===== src/logic/smsio_pkg.sv =====
// constants, carriers and decode for the start-up mode shift port
package smsio_pkg;
  // timing
  localparam int unsigned CLK_MHZ = 100;
  localparam int unsigned SHIFT_HALF_NS = 40;
  localparam int unsigned HALF_RAW = (SHIFT_HALF_NS * CLK_MHZ + 999) / 1000;
  localparam logic [2:0] SHIFT_HALF_CYC = 3'(HALF_RAW < 1 ? 1 : HALF_RAW);
  localparam logic [1:0] CFG_SETTLE_CYC = 2'h2;
  // register byte offsets, and block numbers for paddr[7:5]
  localparam logic [7:0] REG_CTRL = 8'h00;
  localparam logic [7:0] REG_STATUS = 8'h04;
  localparam logic [7:0] REG_LAYOUT = 8'h08;
  localparam logic [2:0] REG_OUT_BLK = 3'h1;
  localparam logic [2:0] REG_IN_BLK = 3'h2;
  // field positions
  localparam int CTRL_START = 0;
  localparam int CTRL_AUTO = 1;
  localparam int CTRL_ADC = 2;
  localparam int STAT_SIMPLE = 4;
  localparam int STAT_HOST = 5;
  localparam int STAT_RSVD = 6;
  localparam int STAT_BUSY = 7;
  localparam int STAT_DONE = 8;
  localparam int STAT_VALID = 9;
  localparam int LAY_IN = 0;
  localparam int LAY_OUT = 8;
  localparam int LAY_ADC = 16;
  // layout figures
  localparam logic [5:0] ADC_BYTES = 6'h04;
  localparam logic [3:0] CODE_MODBUS = 4'h8;
  localparam logic [3:0] CODE_SPI = 4'h9;

  typedef struct packed {
    logic simple;
    logic host;
    logic modbus;
    logic spi;
    logic rsvd;
    logic analog;
    logic [5:0] sr_bytes;
    logic [5:0] in_bytes;
  } smsio_layout_t;

  typedef struct packed {
    logic psel;
    logic penable;
    logic pwrite;
    logic [7:0] paddr;
    logic [31:0] pwdata;
  } smsio_apb_req_t;

  typedef struct packed {
    logic pready;
    logic pslverr;
    logic [31:0] prdata;
  } smsio_apb_rsp_t;

  typedef struct packed {
    logic shift_clk;
    logic shift_serial_out;
    logic input_latch_strobe;
    logic output_latch_strobe;
  } smsio_shift_out_t;

  function automatic smsio_layout_t smsio_decode(input logic [3:0] code);
    smsio_layout_t l;
    l = '0;
    l.simple = (code < 4'h6);
    l.analog = (code < 4'h3);
    unique case (code)
      4'h0, 4'h3: l.sr_bytes = 6'h04;
      4'h1, 4'h4: l.sr_bytes = 6'h08;
      4'h2: l.sr_bytes = 6'h1c;
      4'h5: l.sr_bytes = 6'h20;
      CODE_MODBUS: l.modbus = 1'b1;
      CODE_SPI: l.spi = 1'b1;
      default: l.rsvd = 1'b1;
    endcase
    l.host = l.modbus | l.spi;
    l.in_bytes = l.sr_bytes + (l.analog ? ADC_BYTES : 6'h00);
    return l;
  endfunction

  function automatic logic [255:0] smsio_mask(input logic [5:0] n);
    logic [255:0] m;
    m = '0;
    for (int i = 0; i < 32; i++) begin
      if (i < n) m[i*8 +: 8] = 8'hff;
    end
    return m;
  endfunction
endpackage


===== src/logic/smsio_sync.sv =====
// two-flop synchroniser for pins from outside the clock domain
`timescale 1ns/1ns
module smsio_sync #(
  parameter int W = 1
) (
  // clock and reset
  input wire logic pclk,
  input wire logic presetn,
  // level in and out
  input wire logic [W-1:0] d,
  output logic [W-1:0] q
);
  logic [W-1:0] meta_q;

  always_ff @(posedge pclk or negedge presetn) begin
    if (!presetn) begin
      meta_q <= '0;
      q <= '0;
    end else begin
      meta_q <= d;
      q <= meta_q;
    end
  end
endmodule


===== src/logic/smsio_cfg.sv =====
// start-up pin capture and mode decode, held until next reset
`timescale 1ns/1ns
module smsio_cfg import smsio_pkg::*; (
  // clock and reset
  input wire logic pclk,
  input wire logic presetn,
  // configuration pins
  input wire logic [3:0] startup_config_pins,
  // decoded mode
  output logic [3:0] code_q,
  output smsio_layout_t layout_q,
  output logic valid_q
);
  logic [3:0] pins_s;
  logic [1:0] settle_q, settle_d;
  logic [3:0] code_d;
  logic valid_d;
  smsio_layout_t layout_d;

  smsio_sync #(.W(4)) u_sync (
    .pclk(pclk),
    .presetn(presetn),
    .d(startup_config_pins),
    .q(pins_s)
  );

  // capture once, after the synchroniser has filled
  always_comb begin
    settle_d = settle_q;
    code_d = code_q;
    valid_d = valid_q;
    layout_d = layout_q;
    if (!valid_q) begin
      if (settle_q == CFG_SETTLE_CYC) begin
        valid_d = 1'b1; // RULE19
        code_d = pins_s;
        layout_d = smsio_decode(pins_s);
      end else begin
        settle_d = settle_q + 2'h1;
      end
    end
  end

  always_ff @(posedge pclk or negedge presetn) begin
    if (!presetn) begin
      settle_q <= '0;
      code_q <= '0;
      valid_q <= 1'b0;
      layout_q <= '0;
    end else begin
      settle_q <= settle_d;
      code_q <= code_d;
      valid_q <= valid_d;
      layout_q <= layout_d;
    end
  end
endmodule


===== src/logic/smsio_top.sv =====
// start-up mode decode and shift-register process data port
// Summary of operation
// RULE1 - code 0000: analog 4 bytes first, 4 shift bytes; 8 in, 4 out
// RULE2 - code 0001: analog 4 bytes, 8 shift bytes; 12 in, 8 out
// RULE3 - code 0010: analog 4 bytes, 28 shift bytes; 32 in, 28 out
// RULE4 - codes 0011/0100/0101: shift only, 4/8/32 bytes from byte zero
// RULE5 - codes 0110, 0111, 1010-1111 reserved; port stays idle
// RULE6 - code 1000: host mode over serial modbus host interface
// RULE7 - code 1001: host mode over spi register host interface
// RULE8 - host mode: protocol only, external host supplies process data
// RULE9 - simple mode: exchange over shift port, analog sampled if enabled
// RULE10 - on-board chain: 16-bit switch word in, 16-bit led word out
// RULE11 - first led carries output bit zero, sixteenth the top bit
// RULE12 - header device trades 8 bits, mirrors upper eight led bits
// RULE13 - device drives the shift clock, far side only receives it
// RULE14 - serial input sampled in step with the shift clock
// RULE15 - output data driven one bit per shift clock
// RULE16 - input latch pulsed before shifting starts
// RULE17 - output latch pulsed after shifting, all outputs together
// RULE18 - host mode keeps the analog converter disabled
// RULE19 - config pins sampled once after reset, held until next reset
// RULE20 - exchange: input latch, shift both ways, then output latch
// RULE21 - clock idle and latches low between exchanges and in host mode
//
// Register access over APB and the address map were chosen for this implementation.
`timescale 1ns/1ns
module smsio_top import smsio_pkg::*; (
  // clock and reset
  input wire logic pclk,
  input wire logic presetn,
  // apb slave
  input wire smsio_apb_req_t apb_req,
  output smsio_apb_rsp_t apb_rsp,
  // configuration pins
  input wire logic [3:0] startup_config_pins,
  // shift register port
  input wire logic shift_serial_in,
  output smsio_shift_out_t shift_port,
  // analog converter
  input wire logic [31:0] analog_bytes,
  output logic adc_enable,
  // host interface selects
  output logic host_modbus_sel,
  output logic host_spi_sel
);
  typedef enum logic [2:0] {
    PH_IDLE, PH_IN_LATCH, PH_CLK_LOW, PH_CLK_HIGH, PH_OUT_LATCH
  } smsio_state_t;

  logic [3:0] code;
  smsio_layout_t lay;
  logic cfg_valid;
  logic ser_in_s;

  smsio_cfg u_cfg (
    .pclk(pclk),
    .presetn(presetn),
    .startup_config_pins(startup_config_pins),
    .code_q(code),
    .layout_q(lay),
    .valid_q(cfg_valid)
  );

  smsio_sync #(.W(1)) u_ser_in (
    .pclk(pclk),
    .presetn(presetn),
    .d(shift_serial_in),
    .q(ser_in_s)
  );

  // apb decode
  smsio_apb_rsp_t rsp_q, rsp_d;
  logic access, wr;
  logic [2:0] blk;
  logic [2:0] widx;
  assign access = apb_req.psel & apb_req.penable & rsp_q.pready;
  assign wr = access & apb_req.pwrite;
  assign blk = apb_req.paddr[7:5];
  assign widx = apb_req.paddr[4:2];

  // control registers
  logic auto_q, auto_d, adc_en_q, adc_en_d;
  logic start_q, start_d, done_q, done_d;
  logic [7:0][31:0] process_output_bytes_q, process_output_bytes_d;
  logic [7:0][31:0] process_input_bytes_q, process_input_bytes_d;
  logic exch_begin, exch_end, busy;

  // exchange engine state
  smsio_state_t ph_q, ph_d;
  logic [2:0] tmr_q, tmr_d;
  logic [8:0] cnt_q, cnt_d;
  logic [7:0] top_q, top_d;
  logic [255:0] shf_q, shf_d;
  logic sbit_q, sbit_d;
  smsio_shift_out_t so_q, so_d;
  logic adc_q, modbus_q, spi_q;
  logic half_end, go;
  logic [255:0] in_vec;

  assign busy = (ph_q != PH_IDLE);

  // register read path and answer, ready given in the access phase
  always_comb begin
    rsp_d = '0;
    if (apb_req.psel && !apb_req.penable) begin
      rsp_d.pready = 1'b1;
      if (apb_req.paddr[1:0] != 2'h0) begin
        rsp_d.pslverr = 1'b1;
      end else if (apb_req.paddr == REG_CTRL) begin
        rsp_d.prdata[CTRL_AUTO] = auto_q;
        rsp_d.prdata[CTRL_ADC] = adc_en_q;
        rsp_d.prdata[CTRL_START] = start_q;
      end else if (apb_req.paddr == REG_STATUS) begin
        rsp_d.prdata[3:0] = code;
        rsp_d.prdata[STAT_SIMPLE] = cfg_valid & lay.simple;
        rsp_d.prdata[STAT_HOST] = cfg_valid & lay.host;
        rsp_d.prdata[STAT_RSVD] = cfg_valid & lay.rsvd;
        rsp_d.prdata[STAT_BUSY] = busy;
        rsp_d.prdata[STAT_DONE] = done_q;
        rsp_d.prdata[STAT_VALID] = cfg_valid;
      end else if (apb_req.paddr == REG_LAYOUT) begin
        rsp_d.prdata[LAY_IN +: 6] = lay.in_bytes;
        rsp_d.prdata[LAY_OUT +: 6] = lay.sr_bytes;
        rsp_d.prdata[LAY_ADC] = lay.analog;
      end else if (blk == REG_OUT_BLK) begin
        rsp_d.prdata = process_output_bytes_q[widx];
      end else if (blk == REG_IN_BLK) begin
        rsp_d.prdata = process_input_bytes_q[widx];
      end else begin
        rsp_d.pslverr = 1'b1;
      end
    end
  end

  always_ff @(posedge pclk or negedge presetn) begin
    if (!presetn) begin
      rsp_q <= '0;
    end else begin
      rsp_q <= rsp_d;
    end
  end

  // software control; hardware set wins over software clear
  always_comb begin
    auto_d = auto_q;
    adc_en_d = adc_en_q;
    process_output_bytes_d = process_output_bytes_q;
    start_d = start_q & ~exch_begin;
    done_d = done_q;
    if (wr && apb_req.paddr == REG_CTRL) begin
      auto_d = apb_req.pwdata[CTRL_AUTO];
      adc_en_d = apb_req.pwdata[CTRL_ADC];
      start_d = start_d | apb_req.pwdata[CTRL_START];
    end
    if (wr && apb_req.paddr == REG_STATUS && apb_req.pwdata[STAT_DONE]) begin
      done_d = 1'b0;
    end
    if (wr && blk == REG_OUT_BLK && apb_req.paddr[1:0] == 2'h0) begin
      process_output_bytes_d[widx] = apb_req.pwdata;
    end
    if (exch_end) begin
      done_d = 1'b1;
    end
  end

  always_ff @(posedge pclk or negedge presetn) begin
    if (!presetn) begin
      auto_q <= 1'b0;
      adc_en_q <= 1'b0;
      start_q <= 1'b0;
      done_q <= 1'b0;
      process_output_bytes_q <= '0;
    end else begin
      auto_q <= auto_d;
      adc_en_q <= adc_en_d;
      start_q <= start_d;
      done_q <= done_d;
      process_output_bytes_q <= process_output_bytes_d;
    end
  end

  // only simple mode with a nonzero chain ever starts a frame
  assign go = cfg_valid & lay.simple & (start_q | auto_q); // RULE5 RULE8 RULE9
  assign half_end = (tmr_q == SHIFT_HALF_CYC - 3'h1);

  // analog bytes lead the input image in analog modes
  always_comb begin
    in_vec = shf_q & smsio_mask(lay.sr_bytes);
    if (lay.analog) begin
      in_vec = {in_vec[223:0], (adc_en_q ? analog_bytes : 32'h0)}; // RULE1 RULE2 RULE3 RULE9
    end
    in_vec = in_vec & smsio_mask(lay.in_bytes); // RULE4
  end

  // exchange engine
  always_comb begin
    ph_d = ph_q;
    tmr_d = tmr_q + 3'h1;
    cnt_d = cnt_q;
    top_d = top_q;
    shf_d = shf_q;
    sbit_d = sbit_q;
    so_d = so_q;
    process_input_bytes_d = process_input_bytes_q;
    exch_begin = 1'b0;
    exch_end = 1'b0;
    unique case (ph_q)
      PH_IDLE: begin
        tmr_d = '0;
        so_d.shift_clk = 1'b0; // RULE21
        so_d.input_latch_strobe = 1'b0;
        so_d.output_latch_strobe = 1'b0;
        if (go) begin
          exch_begin = 1'b1;
          ph_d = PH_IN_LATCH;
          so_d.input_latch_strobe = 1'b1; // RULE16 RULE20
          cnt_d = {lay.sr_bytes, 3'h0};
          top_d = 8'({lay.sr_bytes, 3'h0} - 9'h001);
          // top byte leaves first so byte zero bit zero lands nearest
          shf_d = process_output_bytes_q & smsio_mask(lay.sr_bytes); // RULE10 RULE11
        end
      end
      PH_IN_LATCH: begin
        if (half_end) begin
          tmr_d = '0;
          so_d.input_latch_strobe = 1'b0;
          ph_d = PH_CLK_LOW;
        end
      end
      PH_CLK_LOW: begin
        so_d.shift_serial_out = shf_q[top_q]; // RULE15
        if (half_end) begin
          tmr_d = '0;
          // sample before the rise, the far chain moves on the rise
          sbit_d = ser_in_s; // RULE14
          so_d.shift_clk = 1'b1; // RULE13
          ph_d = PH_CLK_HIGH;
        end
      end
      PH_CLK_HIGH: begin
        if (half_end) begin
          tmr_d = '0;
          so_d.shift_clk = 1'b0;
          shf_d = {shf_q[254:0], sbit_q}; // RULE20
          cnt_d = cnt_q - 9'h001;
          if (cnt_q == 9'h001) begin
            so_d.output_latch_strobe = 1'b1; // RULE17
            ph_d = PH_OUT_LATCH;
          end else begin
            ph_d = PH_CLK_LOW;
          end
        end
      end
      PH_OUT_LATCH: begin
        if (half_end) begin
          tmr_d = '0;
          so_d.output_latch_strobe = 1'b0;
          process_input_bytes_d = in_vec;
          exch_end = 1'b1;
          ph_d = PH_IDLE;
        end
      end
    endcase
  end

  always_ff @(posedge pclk or negedge presetn) begin
    if (!presetn) begin
      ph_q <= PH_IDLE;
      tmr_q <= '0;
      cnt_q <= '0;
      top_q <= '0;
      shf_q <= '0;
      sbit_q <= 1'b0;
      so_q <= '0;
      process_input_bytes_q <= '0;
    end else begin
      ph_q <= ph_d;
      tmr_q <= tmr_d;
      cnt_q <= cnt_d;
      top_q <= top_d;
      shf_q <= shf_d;
      sbit_q <= sbit_d;
      so_q <= so_d;
      process_input_bytes_q <= process_input_bytes_d;
    end
  end

  // mode outputs, registered
  always_ff @(posedge pclk or negedge presetn) begin
    if (!presetn) begin
      adc_q <= 1'b0;
      modbus_q <= 1'b0;
      spi_q <= 1'b0;
    end else begin
      adc_q <= adc_en_q & cfg_valid & lay.simple; // RULE18 RULE9
      modbus_q <= cfg_valid & lay.modbus; // RULE6
      spi_q <= cfg_valid & lay.spi; // RULE7
    end
  end

  assign apb_rsp = rsp_q;
  assign shift_port = so_q;
  assign adc_enable = adc_q;
  assign host_modbus_sel = modbus_q;
  assign host_spi_sel = spi_q;

  // helper: shift clock rises seen in the current frame
  logic [8:0] rises_q;
  always_ff @(posedge pclk or negedge presetn) begin
    if (!presetn) begin
      rises_q <= '0;
    end else if (ph_q == PH_IDLE) begin
      rises_q <= '0;
    end else if (so_d.shift_clk && !so_q.shift_clk) begin
      rises_q <= rises_q + 9'h001;
    end
  end
endmodule


===== config.mk =====
export PLATFORM = sky130hd
export DESIGN_NAME = smsio_top
export DESIGN_NICKNAME = d
export VERILOG_FILES = /design/src/logic/smsio_pkg.sv /design/src/logic/smsio_sync.sv /design/src/logic/smsio_cfg.sv /design/src/logic/smsio_top.sv
export SDC_FILE = /design/constraint.sdc
export NUM_CORES = 2
export LEC_CHECK = 0
export BUFFER_PORTS_ARGS = -buffer_cell sky130_fd_sc_hd__buf_2
export CORE_MARGIN = 3
export CORE_UTILIZATION = 44
export CTS_BUF_LIST = sky130_fd_sc_hd__clkbuf_4
export DETAILED_ROUTE_END_ITERATION = 10
export GPL_TIMING_DRIVEN = 0
export HOLD_SLACK_MARGIN = 0.12
export PLACE_DENSITY = 0.6
export SETUP_SLACK_MARGIN = 0.15
export SLEW_MARGIN = 20
export SYNTH_ARGS = -nofsm -noshare
export SYNTH_HDL_FRONTEND = slang
export SYNTH_HIERARCHICAL = 1
export SYNTH_SLANG_ARGS = --single-unit

===== constraint.sdc =====
create_clock -name pclk -period 2.4 [get_ports pclk]
set_input_delay 0.24 -clock pclk [delete_from_list [all_inputs] [get_ports pclk]]
set_output_delay 0.24 -clock pclk [all_outputs]
set_load 0.01 [all_outputs]

==> results.toml <==
[place]
gp_congestion = 1.00
place_area_sq_mm = 0.0444
portBuffers = 119
pre_cts_ws_ps = -988
dpl.hpwl_microns = 129000

[sta]
rsz0062_at_grt = "yes"
clock.fmax_mhz = 429
fin_ws_ps = 70.2
tightestPinTransition_ps = 1220
hold_viol = 114
slew_headroom_pct = 18.7
fin_crit_ps = 2330
skew_ps = 104
setup_viol = 0
whs_ps = -284
drv_slew = 0
fin_crit_sh_pct = 97.1

[global_routing]
grt-ovfl-total = 0
grt_use_total_pct = 34.8
grt_max_degree = 127
grt_pass1_wl_microns = 249000
antenna_found_initial = 8
grt_pass1_vias = 35800

[pwr]
intPower_w = 0.0229
p_sw_w = 0.00908
peakVddDrop_v = 0.000368
p_sw_share_pct = 28.4
leakagePower_nw = 23.3
seqPwrFrac_pct = 49.2
p_total_w = 0.0319
p_comb_share_pct = 9.2
clkPwrFrac_pct = 41.7
power.density_mw_per_mm2 = 626

[synthesis]
synth-seq-area-share_pct = 51.6
synth_area_sq_mm = 0.0420
synth_most_common_cell = "dfrtp_1"
ys.flop_type = "dfrtp_1"
yosysTopAreaCellShare_pct = 51.6
ys_top_cells_by_area = "dfrtp_1, mux4_2, mux2_2"
async_reset_ff_share_pct = 100
synthCells = 3741
synth_edf_count = 0
ys_types = 77
avgSynthCellArea_sq_um = 11.2
synth_commonest_cells = "dfrtp_1, nor2_1, nand2_1"
yosysTopAreaCell = "dfrtp_1"
synth_seq_cells = 866
yosysWarnings = 6

[critical_path]
worstPathArrival_ps = 3320
worst-path-max-fanout = 10
setup.worst_path.end_class = "flop"
crit_slowest_cell = "mux2i_1"
reg2reg_to = "shift_port[2]$_DFFE_PN0P_"
startpoint_type = "flop"
r2r-start = "top_q[6]$_DFFE_PN0P_"
reg2reg_slack_ps = 70
critical_path_class = "flop to flop"
worstRegToRegCells = 7
crit_path_max_incr_delay_ps = 520
critPathBufInv = 2
crit_chain = "clkbuf_2 > buf_4 > mux2i_1 > a22oi_1 > nand4b_1 > and4_1 > a311oi_1"
path_delay_family = "buffers and inverters"
crit_required_ps = 3390
startpoint = "top_q[6]$_DFFE_PN0P_"

[floorplan]
die_w_microns = 315
core_region_area_sq_mm = 0.0940
die_area_sq_mm = 0.0992
io_pins = 123
dieHeight_microns = 315
num_rows = 112
initial_core_util_pct = 44.7

[cells_and_area]
syn2layout_area_growth_pct = 21.5
drive_gt1_share_pct = 29.7
fin_nets = 4420
postLayoutCoreUtil_pct = 54.3
final_area_sq_mm = 0.0510

[outcome]
status = "finished, violations left"
violations = "negative hold slack"

[routing]
via_per_inst = 6.32
drt_pass1_iterations = 7
postRouteAntennaNets = 0
drc_errors = 0
routedWlPerCell_microns = 30.4
vias = 36400
routed_wl_microns = 175000
drtIter0Drc = 4481

[clock_tree]
cts_root_buffer = "clkbuf_4"
clk_pin_slew_ps = 70
clockBufferDepth = 3
insertion_delay_ps = 1190
cts_buffers = 230
cts_tree = "yes"
ctsHoldBuffers = 162
htreeDepth = 4
cts.sinks = 866

[flow_run]
drv_cap = 0

[worst_hold_path]
hold_path.class = "primary input to async pin"
area by class of cell:
| class | count | area, sq um |
|---|---|---|
| repair buffers | 354 | 3220 |
| flip-flops and latches | 866 | 21700 |
| clock buffers | 349 | 2620 |
| multi-input cells | 2578 | 19600 |
| fillers | 8315 | 43000 |
| inverters | 15 | 61.3 |
| well taps | 1254 | 1570 |
| diodes | 3 | 7.51 |
| clock inverters | 49 | 293 |
| plain buffers | 285 | 2030 |
state kept, by name, summed over array words and instances, names as in the netlist, 2 cells and up:
register                count
apb_rsp                    34
shf_q                     256
u_cfg/u_sync/meta_q         4
cnt_q                       9
shift_port                  4
process_output_bytes_q    256
tmr_q                       3
top_q                       6
u_cfg/settle_q              2
u_cfg/code_q                4
u_cfg/layout_q             14
u_cfg/u_sync/q              4
process_input_bytes_q     256
ph_q                        3
layout by cell type (no fill, tap or decap), drive strengths merged, types with 58 or more instances in the layout:
cell type and n:
o21ai 252, a221oi 194, nand2 356, buf 324, dfrtp 866, nand3 90, mux2 264, mux4 135
a31oi 58, a22oi 110, a22o 152, clkbuf 503, mux2i 108, nor2 539, dlygate4sd3 161
layer usage:
layer	GRT usage [%]	up-vias	share of wire (%)	routed length, microns
li1	-	15300	-	-
met1	49.1	18400	41	71400
met2	48.3	2256	42	72800
met3	11.0	364	13	22000
met4	17.3	8	4.9	8590
met5	0	-	0.026	45
worst max-delay path by stage:
stage,endpoint,cells past startpoint
after global placement,shf_q[27]$_DFFE_PN0P_,1
after global routing,process_input_bytes_q[136]$_DFFE_PN0P_,7
after floorplan,apb_rsp[6]$_DFF_PN0_,8
after detailed placement,process_output_bytes_q[201]$_DFFE_PN0P_,6
final,shift_port[2]$_DFFE_PN0P_,7
after CTS,process_output_bytes_q[107]$_DFFE_PN0P_,5
worst reg2reg max path, delay by kind of cell (launching register included):
| family | cells | cell delay [ps] |
|---|---|---|
| buffers and inverters | 2 | 710 |
| multiplexers | 1 | 530 |
| AND/OR/NAND/NOR | 2 | 350 |
| AO/OA/AOI/OAI | 2 | 240 |
| flip-flops | 1 | 330 |
stage by stage:
| stage | std cells | TNS, ps |
|---|---|---|
| after floorplan | 3744 | 0 |
| after global placement | 5117 | - |
| after detailed placement | 5126 | -441380 |
| after CTS | 5709 | -6170 |
| after global routing | 5752 | 0 |
| final | 5753 | 0 |
logic make-up after synthesis:
kind of cell,count (synthesis),synth area share (%)
simple gates,1092,10.9
compound gates,960,16.5
flops,866,51.6
mux,507,16.9
buf+inv,300,3.66
fa+ha+maj,8,0.238
xor+xnor,7,0.146
other cells,1,0.00893
power groups by stage:
| stage | Combinational (W) | Clock (W) | Sequential, W |
|---|---|---|---|
| after detailed placement | 0.00240 | 0 | 0.0159 |
| after global routing | 0.00311 | 0.0142 | 0.0157 |
| after floorplan | 0.00130 | 0 | 0.0156 |
| after global placement | 0.00233 | 0 | 0.0159 |
| after CTS | 0.00277 | 0.0135 | 0.0156 |
| final | 0.00292 | 0.0133 | 0.0157 |
what timing repair did:
action | 4_1_cts | 5_1_grt
pin swaps | 9 | 26
setup buffers | 21 | 35
endpoints found under the setup margin | 779 | 604
cloned | 2 | 7
resized for setup | 318 | 126
endpoints found under the hold margin | 785 | 114
Power figures use the tool's default switching activity.
